$ cat config.mk
export PLATFORM = sky130hd
export DESIGN_NAME = port_ingress_mirror_priority_regs
export DESIGN_NICKNAME = d
export VERILOG_FILES = /design/src/pkg/port_ingress_pkg.sv /design/src/pkg/prio_resolve_if.sv /design/src/rtl/port_ingress_mirror_priority_regs.sv /design/src/rtl/prio_resolver.sv
export VERILOG_INCLUDE_DIRS = /design/src /design/src/pkg
export SDC_FILE = /design/constraint.sdc
export NUM_CORES = 1
export LEC_CHECK = 0
export BUFFER_PORTS_ARGS = -buffer_cell sky130_fd_sc_hd__buf_2
export CAP_MARGIN = 25
export CORE_MARGIN = 4
export CORE_UTILIZATION = 50
export CTS_CLUSTER_SIZE = 12
export DETAILED_ROUTE_END_ITERATION = 10
export PLACE_DENSITY = 0.69
export SETUP_SLACK_MARGIN = 0.4
export SLEW_MARGIN = 40
export SYNTH_ARGS = -nofsm -noshare
export SYNTH_HDL_FRONTEND = slang
export SYNTH_HIERARCHICAL = 1
export SYNTH_SLANG_ARGS = --single-unit
$ cat constraint.sdc
create_clock -name core_clk_i -period 16.6 [get_ports core_clk_i]
set_clock_uncertainty 0.15 [all_clocks]
set_input_delay 2.49 -clock core_clk_i [delete_from_list [all_inputs] [get_ports core_clk_i]]
set_output_delay 2.49 -clock core_clk_i [all_outputs]
set_load 0.03 [all_outputs]
$ cat src/pkg/port_ingress_defs.svh
// Register offsets, field positions, masks and reset values of the per-port ingress register bank
// What this block does
// - Force-ring-miss set: single entry ring filtering, a matching ring packet counts as miss.
// - Force-ring-miss clear: multi-entry ring filtering, a ring rule-set match counts as hit.
// - Receive-sniff bit 6 set, with global mirroring on, marks every received packet monitored, copied to sniffer.
// - Transmit-sniff bit 5 set, with global mirroring on, marks every transmitted packet monitored, copied to sniffer.
// - Sniffer-port bit 1 set makes the port transmit monitored packets.
// - Bit 7 set picks the highest priority among enabled classification sources.
// - Bit 6 set with bit 7 clear forms the priority as the OR of all available priorities.
// - MAC-address priority classification applies only while bit 4 is set.
// - VLAN priority classification applies only while bit 3 is set.
// - 802.1p tag priority classification applies only while bit 2 is set.
// - Diffserv priority classification applies only while bit 1 is set.
// - Access-list priority classification applies only while bit 0 is set.
`ifndef PORT_INGRESS_DEFS_SVH
`define PORT_INGRESS_DEFS_SVH

// Register indices inside one port's space; the byte address is four times the index
`define OFS_ACL_RING_CTL 12'h613
`define OFS_MIRROR_CTL 12'h800
`define OFS_PRIO_CTL 12'h801
`define OFS_CLASS_STATUS 12'h8F0
`define OFS_MON_COUNT 12'h8F1

// Writable bits of each configuration register; all others read as zero
`define MASK_ACL_RING_CTL 8'hFF
`define MASK_MIRROR_CTL 8'h62
`define MASK_PRIO_CTL 8'hDF
`define RESET_BYTE 8'h00

// Field positions
`define BIT_FORCE_RING_MISS 0
`define BIT_RX_SNIFF 6
`define BIT_TX_SNIFF 5
`define BIT_SNIFFER_PORT 1
`define BIT_PRIO_HIGHEST 7
`define BIT_PRIO_OR 6
`define BIT_PRIO_MAC 4
`define BIT_PRIO_VLAN 3
`define BIT_PRIO_TAG 2
`define BIT_PRIO_DSCP 1
`define BIT_PRIO_ACL 0

// Status byte layout
`define BIT_ST_RING_HIT 7
`define BIT_ST_RING_MISS 6
`define BIT_ST_MONITORED 5
`define BIT_ST_FOUND 3

`define NUM_PORTS_DEFAULT 7
`define NUM_SOURCES 5

`endif

$ cat src/pkg/port_ingress_pkg.sv
// Types shared by the per-port ingress register bank
package port_ingress_pkg;
  typedef logic [2:0] prio_t;
  typedef logic [7:0] byte_t;
  typedef enum logic [2:0] {
    SEL_NONE,
    SEL_ACL_RING,
    SEL_MIRROR,
    SEL_PRIO,
    SEL_STATUS,
    SEL_COUNT
  } reg_sel_e;
endpackage

$ cat src/pkg/prio_resolve_if.sv
// Interface between the register bank and its priority resolver
`timescale 1ns/1ps
interface prio_resolve_if;
  import port_ingress_pkg::*;
  logic [4:0] src_valid;
  logic [4:0][2:0] src_prio;
  logic [7:0] ctl;
  prio_t result_prio;
  logic result_found;
  modport requester (
    output src_valid,
    output src_prio,
    output ctl,
    input result_prio,
    input result_found
  );
  modport resolver (
    input src_valid,
    input src_prio,
    input ctl,
    output result_prio,
    output result_found
  );
endinterface

$ cat src/rtl/port_ingress_mirror_priority_regs.sv
// Per-port ring filter, mirroring and priority control registers with packet decisions
`timescale 1ns/1ps
`include "port_ingress_defs.svh"
module port_ingress_mirror_priority_regs
  import port_ingress_pkg::*;
#(
  parameter int NUM_PORTS = `NUM_PORTS_DEFAULT,
  parameter int ADR_W = 18
) (
  input wire logic core_clk_i,
  input wire logic reset_n_i,
  input wire logic wb_cyc_i,
  input wire logic wb_stb_i,
  input wire logic wb_we_i,
  input wire logic [ADR_W-1:0] wb_adr_i,
  input wire logic [3:0] wb_sel_i,
  input wire logic [31:0] wb_dat_i,
  output logic [31:0] wb_dat_o,
  output logic wb_ack_o,
  input wire logic mirror_global_en_i,
  input wire logic rx_valid_i,
  input wire logic [2:0] rx_port_i,
  input wire logic rx_ring_i,
  input wire logic rx_ring_single_match_i,
  input wire logic rx_ring_set_match_i,
  input wire logic [4:0] src_valid_i,
  input wire logic [14:0] src_prio_i,
  input wire logic tx_valid_i,
  input wire logic [2:0] tx_port_i,
  output logic cls_valid_o,
  output logic [2:0] cls_port_o,
  output logic [2:0] cls_prio_o,
  output logic cls_found_o,
  output logic rx_monitor_o,
  output logic ring_single_o,
  output logic ring_hit_o,
  output logic ring_miss_o,
  output logic tx_monitor_o,
  output logic [2:0] tx_monitor_port_o,
  output logic [6:0] sniffer_map_o
);
  byte_t acl_ring_ctl [NUM_PORTS];
  byte_t mirror_ctl [NUM_PORTS];
  byte_t prio_ctl [NUM_PORTS];
  byte_t class_status [NUM_PORTS];
  byte_t mon_count [NUM_PORTS];

  function automatic logic port_ok(input logic [3:0] p);
    return (p != 4'h0) && (p <= 4'(NUM_PORTS));
  endfunction

  function automatic logic [2:0] port_slot(input logic [3:0] p);
    return 3'(p - 4'h1);
  endfunction

  // Bus decode: index = byte address / 4, port number in the top nibble of the index
  wire [15:0] bus_index = wb_adr_i[17:2];
  wire [3:0] bus_port = bus_index[15:12];
  wire [11:0] bus_ofs = bus_index[11:0];
  wire bus_port_ok = port_ok(bus_port);
  wire [2:0] bus_slot = port_slot(bus_port);
  wire bus_req = wb_cyc_i & wb_stb_i;
  reg_sel_e bus_sel;
  assign bus_sel = !bus_port_ok ? SEL_NONE :
                   (bus_ofs == `OFS_ACL_RING_CTL) ? SEL_ACL_RING :
                   (bus_ofs == `OFS_MIRROR_CTL) ? SEL_MIRROR :
                   (bus_ofs == `OFS_PRIO_CTL) ? SEL_PRIO :
                   (bus_ofs == `OFS_CLASS_STATUS) ? SEL_STATUS :
                   (bus_ofs == `OFS_MON_COUNT) ? SEL_COUNT : SEL_NONE;

  // A write lands only at the edge where the master sees ack, and only on byte lane 0
  wire wr_fire = bus_req & wb_ack_o & wb_we_i & wb_sel_i[0];
  wire wr_acl = wr_fire & (bus_sel == SEL_ACL_RING);
  wire wr_mirror = wr_fire & (bus_sel == SEL_MIRROR);
  wire wr_prio = wr_fire & (bus_sel == SEL_PRIO);
  wire wr_count = wr_fire & (bus_sel == SEL_COUNT);
  wire [7:0] wr_byte = wb_dat_i[7:0];

  byte_t rd_byte;
  assign rd_byte = (bus_sel == SEL_ACL_RING) ? acl_ring_ctl[bus_slot] :
                   (bus_sel == SEL_MIRROR) ? mirror_ctl[bus_slot] :
                   (bus_sel == SEL_PRIO) ? prio_ctl[bus_slot] :
                   (bus_sel == SEL_STATUS) ? class_status[bus_slot] :
                   (bus_sel == SEL_COUNT) ? mon_count[bus_slot] : `RESET_BYTE;

  // Unmapped addresses are acked with zero data so software never hangs
  always_ff @(posedge core_clk_i or negedge reset_n_i) begin
    if (!reset_n_i) begin
      wb_ack_o <= 1'b0;
      wb_dat_o <= 32'h0000_0000;
    end else begin
      wb_ack_o <= bus_req & ~wb_ack_o;
      if (bus_req && !wb_ack_o) begin
        wb_dat_o <= {24'h00_0000, rd_byte};
      end
    end
  end

  // Receive path: per-packet lookup of the arriving port's settings
  wire rx_ok = rx_valid_i & port_ok({1'b0, rx_port_i});
  wire [2:0] rx_slot = port_slot({1'b0, rx_port_i});
  wire tx_ok = tx_valid_i & port_ok({1'b0, tx_port_i});
  wire [2:0] tx_slot = port_slot({1'b0, tx_port_i});
  byte_t rx_mirror;
  byte_t tx_mirror;
  byte_t rx_acl;
  assign rx_mirror = mirror_ctl[rx_slot];
  assign tx_mirror = mirror_ctl[tx_slot];
  assign rx_acl = acl_ring_ctl[rx_slot];

  // Per-port mirroring acts only while the global mirroring control is on
  wire next_rx_monitor = rx_ok & mirror_global_en_i & rx_mirror[`BIT_RX_SNIFF];
  wire next_tx_monitor = tx_ok & mirror_global_en_i & tx_mirror[`BIT_TX_SNIFF];

  // Ring packets: forced miss uses one entry; otherwise the ring rule set decides
  wire rx_force_miss = rx_acl[`BIT_FORCE_RING_MISS];
  wire rx_ring_pkt = rx_ok & rx_ring_i;
  wire next_ring_single = rx_ring_pkt & rx_force_miss;
  wire next_ring_hit = rx_ring_pkt & ~rx_force_miss & rx_ring_set_match_i;
  wire next_ring_miss = rx_ring_pkt &
                        (rx_force_miss ? 1'b1 : ~rx_ring_set_match_i);
  // A single-entry match is still reported as a miss, never as a hit
  wire ring_single_seen = next_ring_single & rx_ring_single_match_i;

  prio_resolve_if pr_bus ();
  assign pr_bus.src_valid = src_valid_i;
  assign pr_bus.src_prio = src_prio_i;
  assign pr_bus.ctl = prio_ctl[rx_slot];

  prio_resolver u_prio_resolver (
    .pr(pr_bus.resolver)
  );

  logic [6:0] next_sniffer_map;
  always_comb begin
    next_sniffer_map = 7'h00;
    for (int i = 0; i < NUM_PORTS; i++) begin
      next_sniffer_map[i] = mirror_ctl[i][`BIT_SNIFFER_PORT];
    end
  end

  // Decision outputs, one cycle after the packet strobe
  always_ff @(posedge core_clk_i or negedge reset_n_i) begin
    if (!reset_n_i) begin
      cls_valid_o <= 1'b0;
      cls_port_o <= 3'h0;
      cls_prio_o <= 3'h0;
      cls_found_o <= 1'b0;
      rx_monitor_o <= 1'b0;
      ring_single_o <= 1'b0;
      ring_hit_o <= 1'b0;
      ring_miss_o <= 1'b0;
    end else begin
      cls_valid_o <= rx_ok;
      if (rx_ok) begin
        cls_port_o <= rx_port_i;
        cls_prio_o <= pr_bus.result_prio;
        cls_found_o <= pr_bus.result_found;
      end
      rx_monitor_o <= next_rx_monitor;
      ring_single_o <= next_ring_single;
      ring_hit_o <= next_ring_hit;
      ring_miss_o <= next_ring_miss;
    end
  end

  always_ff @(posedge core_clk_i or negedge reset_n_i) begin
    if (!reset_n_i) begin
      tx_monitor_o <= 1'b0;
      tx_monitor_port_o <= 3'h0;
      sniffer_map_o <= 7'h00;
    end else begin
      tx_monitor_o <= next_tx_monitor;
      if (tx_ok) begin
        tx_monitor_port_o <= tx_port_i;
      end
      // Sniffer ports stay designated even with global mirroring off; only copies stop
      sniffer_map_o <= next_sniffer_map;
    end
  end

  // Status byte of the last received packet on each port
  byte_t next_status;
  always_comb begin
    next_status = 8'h00;
    next_status[`BIT_ST_RING_HIT] = next_ring_hit;
    next_status[`BIT_ST_RING_MISS] = next_ring_miss | ring_single_seen;
    next_status[`BIT_ST_MONITORED] = next_rx_monitor;
    next_status[`BIT_ST_FOUND] = pr_bus.result_found;
    next_status[2:0] = pr_bus.result_prio;
  end

  // Configuration registers; masks keep reserved read-only bits at zero
  always_ff @(posedge core_clk_i or negedge reset_n_i) begin
    if (!reset_n_i) begin
      for (int i = 0; i < NUM_PORTS; i++) begin
        acl_ring_ctl[i] <= `RESET_BYTE;
        mirror_ctl[i] <= `RESET_BYTE;
        prio_ctl[i] <= `RESET_BYTE;
      end
    end else begin
      if (wr_acl) begin
        acl_ring_ctl[bus_slot] <= wr_byte & `MASK_ACL_RING_CTL;
      end
      if (wr_mirror) begin
        mirror_ctl[bus_slot] <= wr_byte & `MASK_MIRROR_CTL;
      end
      // Several enables at once are accepted; the outcome then follows the mode bits
      if (wr_prio) begin
        prio_ctl[bus_slot] <= wr_byte & `MASK_PRIO_CTL;
      end
    end
  end

  // Monitor counters: a write clears, but a same-cycle event still counts
  logic [1:0] mon_inc [NUM_PORTS];
  always_comb begin
    for (int i = 0; i < NUM_PORTS; i++) begin
      mon_inc[i] = 2'h0;
      if (next_rx_monitor && rx_slot == 3'(i)) begin
        mon_inc[i] = mon_inc[i] + 2'h1;
      end
      if (next_tx_monitor && tx_slot == 3'(i)) begin
        mon_inc[i] = mon_inc[i] + 2'h1;
      end
    end
  end

  always_ff @(posedge core_clk_i or negedge reset_n_i) begin
    if (!reset_n_i) begin
      for (int i = 0; i < NUM_PORTS; i++) begin
        class_status[i] <= `RESET_BYTE;
        mon_count[i] <= `RESET_BYTE;
      end
    end else begin
      for (int i = 0; i < NUM_PORTS; i++) begin
        if (rx_ok && rx_slot == 3'(i)) begin
          class_status[i] <= next_status;
        end
        if (wr_count && bus_slot == 3'(i)) begin
          mon_count[i] <= {6'h00, mon_inc[i]};
        end else begin
          mon_count[i] <= mon_count[i] + {6'h00, mon_inc[i]};
        end
      end
    end
  end
endmodule

$ cat src/rtl/prio_resolver.sv
// Combinational ingress priority resolver
`timescale 1ns/1ps
`include "port_ingress_defs.svh"
module prio_resolver
  import port_ingress_pkg::*;
(
  prio_resolve_if.resolver pr
);
  logic [4:0] enabled;
  logic [4:0] active;
  prio_t max_prio;
  prio_t or_prio;
  prio_t first_prio;
  logic any_active;

  // Each source counts only while its own enable bit is set
  assign enabled[`BIT_PRIO_MAC] = pr.ctl[`BIT_PRIO_MAC];
  assign enabled[`BIT_PRIO_VLAN] = pr.ctl[`BIT_PRIO_VLAN];
  assign enabled[`BIT_PRIO_TAG] = pr.ctl[`BIT_PRIO_TAG];
  assign enabled[`BIT_PRIO_DSCP] = pr.ctl[`BIT_PRIO_DSCP];
  assign enabled[`BIT_PRIO_ACL] = pr.ctl[`BIT_PRIO_ACL];
  assign active = enabled & pr.src_valid;
  assign any_active = |active;

  always_comb begin
    max_prio = 3'h0;
    or_prio = 3'h0;
    first_prio = 3'h0;
    for (int k = 0; k < `NUM_SOURCES; k++) begin
      if (active[k] && pr.src_prio[k] > max_prio) begin
        max_prio = pr.src_prio[k];
      end
      if (active[k]) begin
        or_prio = or_prio | pr.src_prio[k];
        first_prio = pr.src_prio[k];
      end
    end
  end

  // Highest wins over OR when both are set; with neither, the highest-numbered enabled source with a valid priority is used
  assign pr.result_prio = pr.ctl[`BIT_PRIO_HIGHEST] ? max_prio :
                          pr.ctl[`BIT_PRIO_OR] ? or_prio :
                          first_prio;
  assign pr.result_found = any_active;
endmodule

# Word-level counts from Yosys, hierarchy flattened
# Index checks and enable logic that the tools add are counted.
dict set report totals {
  wordCells 261
  output_inout_bits 56
  ff_bits 305
}
dict set report classes {
  add_sub_neg 17
  n_mux 81
  n_bitwise 33
  n_lt_le_gt_ge 10
  n_reduce_logical 44
  n_eq_ne 28
}
# operator count
set op_table {}
lappend op_table {{$bmux W8 S3} 9}
lappend op_table {{$mux W8} 25}
lappend op_table {{$bwmux W56} 3}
lappend op_table {{$mux W3} 22}
lappend op_table {{$add A8 B2 Y8} 7}
lappend op_table {{$eq A12 B12 Y1 const B} 4}
lappend op_table {{$logic_and A1 B1 Y1} 36}
lappend op_table {{$eq A3 B3 Y1 const B} 11}
lappend op_table {{$demux W8 S3} 1}
lappend op_table {{$eq A3 B2 Y1 const B} 8}
lappend op_table {{$and A1 B1 Y1} 21}
lappend op_table {{$mux W2} 7}
lappend op_table {{$mux W7} 2}
lappend op_table {{$eq A12 B11 Y1 const B} 1}
lappend op_table {{$eq A3 B1 Y1 const B} 4}
lappend op_table {{$ge A4 B4 Y1 const B} 3}
lappend op_table {{$gt A3 B3 Y1} 4}
lappend op_table {{$mux W6} 2}
lappend op_table {{$not A3 Y4} 3}
lappend op_table {{$or A3 B3 Y3} 4}
lappend op_table {{$mux W1} 10}
lappend op_table {{$logic_not A3 Y1} 3}
lappend op_table {{$sub A3 B1 Y3 const B} 3}
lappend op_table {{$add A2 B1 Y2 const B} 4}
lappend op_table {{11 further kinds} 16}

# Logic depth before layout (Yosys ltp)
dict set report logic_depth {
  ltp_word 21
  ltp_mapped 40
  depth_no_buf 38
}

# Cells and area by module
# Netlist, hierarchy kept.
# module area_per_inst_um2 cells_each seq_area_each_um2 n_inst
set modules_own_cells {}
lappend modules_own_cells {port_ingress_mirror_priority_regs 14004.7 1189 6581.3 1}
lappend modules_own_cells {prio_resolver 808.3 121 0.0 1}

# Worst setup path after synthesis
# Ideal clock, no wire load.
dict set report synth_path {
  kind {input port to flip-flop}
  from {input port rx_port_i[0]}
  to {register cls_prio_o[2]}
  t_required_ns 16.325
  arrival_ns 9.529
  cell_stages 37
  path_slack_ns 6.796
  n_path_buf 3
  cell_sequence {buf_2 -> inv_2 -> ha_1 -> clkbuf_1 -> clkbuf_1 -> mux4_2 -> nor2_1 -> a21oi_1 -> nand3_1 -> ha_1 -> or2b_1 -> nor2b_2 -> nand2_1 -> nor2_1 -> a21oi_1 -> inv_1 -> ha_1 -> nor2_1 -> nand4b_2 -> o311ai_2 -> a21o_2 -> a21oi_1 -> ha_1 -> nand2_1 -> a21o_1 -> nand4_1 -> a31oi_1 -> mux2i_1 -> ha_1 -> nor2b_1 -> o21ai_0 -> or2b_2 -> nand2_1 -> nand4_1 -> o211ai_1 -> o21ai_0 -> mux2_2}
}
dict set report synth_via {
  elab_chain_cells 21
}
# item line
set synth_lines {}
lappend synth_lines {{start, declared} port_ingress_mirror_priority_regs.sv:22} ;# input wire logic [2:0] rx_port_i,
lappend synth_lines {{$sub A3 B1 Y3 (*)} port_ingress_mirror_priority_regs.sv:53} ;# return 3'(p - 4'h1);
lappend synth_lines {{$not A3 Y4 (not written as such) (*)} port_ingress_mirror_priority_regs.sv:128} ;# assign pr_bus.ctl = prio_ctl[rx_slot];
lappend synth_lines {{$bmux W8 S3 (*)} port_ingress_mirror_priority_regs.sv:128}
lappend synth_lines {{$mux W8 (not written as such) (*) (2 in series)} port_ingress_mirror_priority_regs.sv:128}
lappend synth_lines {{net pr_bus.ctl[0]} prio_resolve_if.sv:7} ;# logic [7:0] ctl;
lappend synth_lines {{$and A5 B5 Y5 (*)} prio_resolver.sv:22} ;# assign active = enabled & pr.src_valid;
lappend synth_lines {{$logic_and A1 B1 Y1} prio_resolver.sv:30} ;# if (active[k] && pr.src_prio[k] > max_prio) begin
lappend synth_lines {{$mux W3} prio_resolver.sv:30}
lappend synth_lines {{(+6 left out)} n/a}
lappend synth_lines {{$gt A3 B3 Y1} prio_resolver.sv:30}
lappend synth_lines {{$logic_and A1 B1 Y1} prio_resolver.sv:30}
lappend synth_lines {{$mux W3} prio_resolver.sv:30}
lappend synth_lines {{$gt A3 B3 Y1} prio_resolver.sv:30}
lappend synth_lines {{$logic_and A1 B1 Y1} prio_resolver.sv:30}
lappend synth_lines {{$mux W3} prio_resolver.sv:30}
lappend synth_lines {{$mux W3 (*)} prio_resolver.sv:41} ;# assign pr.result_prio = pr.ctl[`BIT_PRIO_HIGHEST] ? max_prio :
lappend synth_lines {{net next_status[2]} port_ingress_mirror_priority_regs.sv:183} ;# byte_t next_status;
lappend synth_lines {{end signal, assigned} port_ingress_mirror_priority_regs.sv:157} ;# cls_prio_o <= pr_bus.result_prio;
lappend synth_lines {{end, declared} port_ingress_mirror_priority_regs.sv:32} ;# output logic [2:0] cls_prio_o,
# The timed path passes the listed nets; every way through them passes the cells marked *. The select of a mux whose other input is x is not followed.
# A chain may end at the register's enable or synchronous reset.

# Worst setup path after layout
dict set report layout_path {
  from {input port rx_port_i[0]}
  to {register cls_prio_o[1]}
}
# Same word-level chain as after synthesis.

==> summary.txt <==
Logic synthesis
  – Dominant cells by area after synthesis: dfrtp_1 (44%), mux2_2 (15%), ha_1 (4.1%)
  – Top-count cell post-synth: dfrtp_1
  – Yosys reg bits: 263
  – Main synth FF type: dfrtp_1
  – FFs w/ async S/R, synth: 1.00
  – Cell Area, Synth: 0.0148 mm^2
  – Synth warnings: 6
  – Netlist cell types: 87
  – Post-synth top area cell: dfrtp_1
  – Commonest cells post-synth: dfrtp_1 (263), mux2_2 (203), nor2_1 (112)
  – Synthesized instance count: 1,310
  – EDFF count, synth: 0
  – Post-synthesis sequential area ratio: 0.444
  – Syn avg cell area: 11.3 um^2
  – Area fraction of the dominant cell type after synthesis: 0.444

Place
  – Setup WS pre-CTS: 5.65 ns
  – IO Port Bufs: 92
  – DP Wirelength: between 20 and 30 mm
  – Final RePlAce weighted congestion: 0.904

Clock tree
  – Post-CTS Resized: 0
  – H-tree depth: 1
  – CTS tree: done
  – CTS Sinks: around 260
  – Post-cts hold buffer count: 0
  – Setup Buffers After CTS: 0
  – Clock slew at reported path FFs: 0.06 ns
  – CTS root buffer: clkbuf_16
  – Worst skew pair latency: 0.55 ns
  – CTS Buf Count: 28
  – Longest Clk Path Bufs: 3

Drt
  – Routed vias: ~11,000
  – 1st-pass router iterations: 5
  – Routed Antenna Nets: 0
  – Routed WL per cell: around 22 um
  – DRT iter0 DRCs: between 700 and 800
  – DRC viols: 0
  – Drt total wl: just under 40 mm
  – Vias per cell: 6.11

Timing
  – Final worst setup slack: between 6 and 7 ns
  – Pins Over Slew Limit: 0
  – Max frequency: 96.1 MHz
  – Crit share post-route: 0.627
  – Setup Viol. Count Final: 0
  – Unrepaired setup endpoints after global routing: false
  – Final min period: roughly 10 ns
  – Setup TNS: 0 ns
  – Fin. Hold Viols: 0
  – Worst slew pin tran: between 0.8 and 0.9 ns
  – Slew HR: 0.432

Layout
  – Fraction of layout cells with a size suffix above 1: 0.297
  – Post-layout util: 0.570
  – Area growth syn-to-layout: 11.3%
  – Diode count: 0
  – Fillers: around 2,400
  – Nets@finish: about 1,500

Critical path
  – CP Max Fanout: 20
  – Reg2Reg Depth: 31
  – WS Path Type: input port to register
  – Reg2Reg Setup Slack: 9.30 ns
  – WP data arrival: 10.73 ns
  – Critical path required time: 16.93 ns
  – Setup crit start kind: input port
  – Slowest stage cell, crit path: ha_2
  – Worst setup EP type: register
  – Critical Path Max Stage Delay: 0.79 ns

Global routing
  – Total gr overflow: 0
  – Vias in the first global route: 11,100
  – Global-route wire length before repair: 63.8 mm
  – Largest net degree at the start of global routing: 108
  – Initial antenna violation count: 1
  – GRT Total Usage: 0.242

Floorplanning
  – Die Y: 180 um
  – Initial Util: 0.512
  – Core area: roughly 0.029 mm^2
  – Row count: 62
  – DIE WIDTH: approximately 180 um
  – Die ar.: around 0.032 mm^2
  – I/O pins: 147

Hold path
  – Hold Path Depth: 0
  – Tightest Hold Check Type: register to register

Job
  – Maxcap violations: 0

Pwr
  – Power, Total: 1.65 mW
  – Leakage: 7.91 nW
  – Worst vdd ir: ~78 uV
  – Power Density: ~100 mW/mm^2

Outcome
  – Outcome: finished clean
-- per-layer routing --
layer / global-route usage / vias to the layer above / wire length (um)
met5: 0 / - / 13
met4: 0.0575 / 2 / 986
met3: 0.0416 / 75 / 2690
met2: 0.407 / 388 / 19500
met1: 0.333 / 5508 / 16500
li1: - / 4894 / -
-- power breakdown --
part	internal [mW]	switching, mW	leakage (nW)
logic	0.108	0.163	3.89
registers	0.697	0.0421	3.56
clock network	0.386	0.256	0.459
-- layout make-up --
cell class,count,area (um^2),share of cell area
clock buffer,47,873,0.0530
multi-input combinational,937,7730,0.469
timing repair buffer,103,583,0.0354
clock inverter,3,65.1,0.00395
inverter,43,161,0.00979
tap,384,480,0.0292
sequential,263,6580,0.399
-- kinds of logic (layout without fill, tap and decap cells) --
logic type,after synthesis,count (layout),share of synthesized area
muxes,268,268,0.219
DFF,263,263,0.444
xor gates and xnor gates,35,35,0.0207
AOI/OAI and AO/OA,229,229,0.109
adders and majority gates,55,55,0.0500
buffers and inverters,133,196,0.0423
and+or+nand+nor,326,326,0.115
other,1,24,0.000253
-- flip-flops by register name (all words and copies together), names as in the netlist, 3 cells and up --
| register | cells |
|---|---|
| tx_monitor_port_o | 3 |
| prio_ctl | 49 |
| mirror_ctl | 21 |
| sniffer_map_o | 7 |
| mon_count | 56 |
| class_status | 49 |
| cls_port_o | 3 |
| acl_ring_ctl | 56 |
| wb_dat_o | 8 |
| cls_prio_o | 3 |
-- cells in the final DEF, fill, tap and decap left out, types with 6 or more instances in the layout --
master,Yosys,routed
dfrtp_1,263,263
clkbuf_16,0,29
o21ai_0,32,31
fa_1,7,7
and2_1,9,9
nand2b_1,8,8
or3_1,9,9
clkbuf_1,36,10
mux4_2,24,24
mux2_2,203,203
a21o_1,18,18
a31oi_1,13,13
o22ai_1,15,15
nor3_1,6,6
buf_4,24,9
nor2_1,112,111
ha_1,48,45
o31ai_1,7,7
conb_1,1,24
and3_1,17,17
mux2_1,6,6
clkbuf_8,0,8
xnor2_1,14,14
nor2_2,10,11
a221oi_1,25,25
nor2b_1,11,11
nand2_1,63,63
a21oi_1,52,51
nand4_1,22,22
inv_1,40,40
o211ai_1,7,7
xor2_1,21,21
mux2i_1,35,35
buf_2,24,90
nand3_1,20,20
-- critical path, delay by kind of cell --
| kind | cells | cell delay [ns] |
|---|---|---|
| AO/OA/AOI/OAI | 9 | 2.25 |
| AND/OR/NAND/NOR | 14 | 2.25 |
| adder cells (fa/ha/maj) | 5 | 2.06 |
| multiplexers | 3 | 0.93 |
| buffers and inverters | 3 | 0.72 |
-- stage by stage --
stage / std cells / cell area, um^2 / hold slack, ns
2_1_floorplan: 1333 / 14900 / 0.220
3_3_place_gp: 1729 / 15500 / 0.239
3_5_place_dp: 1729 / 15500 / 0.240
4_1_cts: 1779 / 16400 / 0.251
5_1_grt: 1780 / 16500 / 0.257
6_report: 1780 / 16500 / 0.247
-- path summary, 6_finish.rpt --
kind,start,end
worst max register to register,prio_ctl[32]$_DFFE_PN0P_,cls_prio_o[1]$_DFFE_PN0P_
max in group asynchronous,reset_n_i,acl_ring_ctl[7]$_DFFE_PN0P_
worst max-delay path,rx_port_i[0],cls_prio_o[1]$_DFFE_PN0P_
worst min register to register,mirror_ctl[33]$_DFFE_PN0P_,sniffer_map_o[2]$_DFF_PN0_
min in group asynchronous,reset_n_i,mon_count[26]$_DFF_PN0_
worst min-delay path,mirror_ctl[33]$_DFFE_PN0P_,sniffer_map_o[2]$_DFF_PN0_
Power figures use the tool's default switching activity.
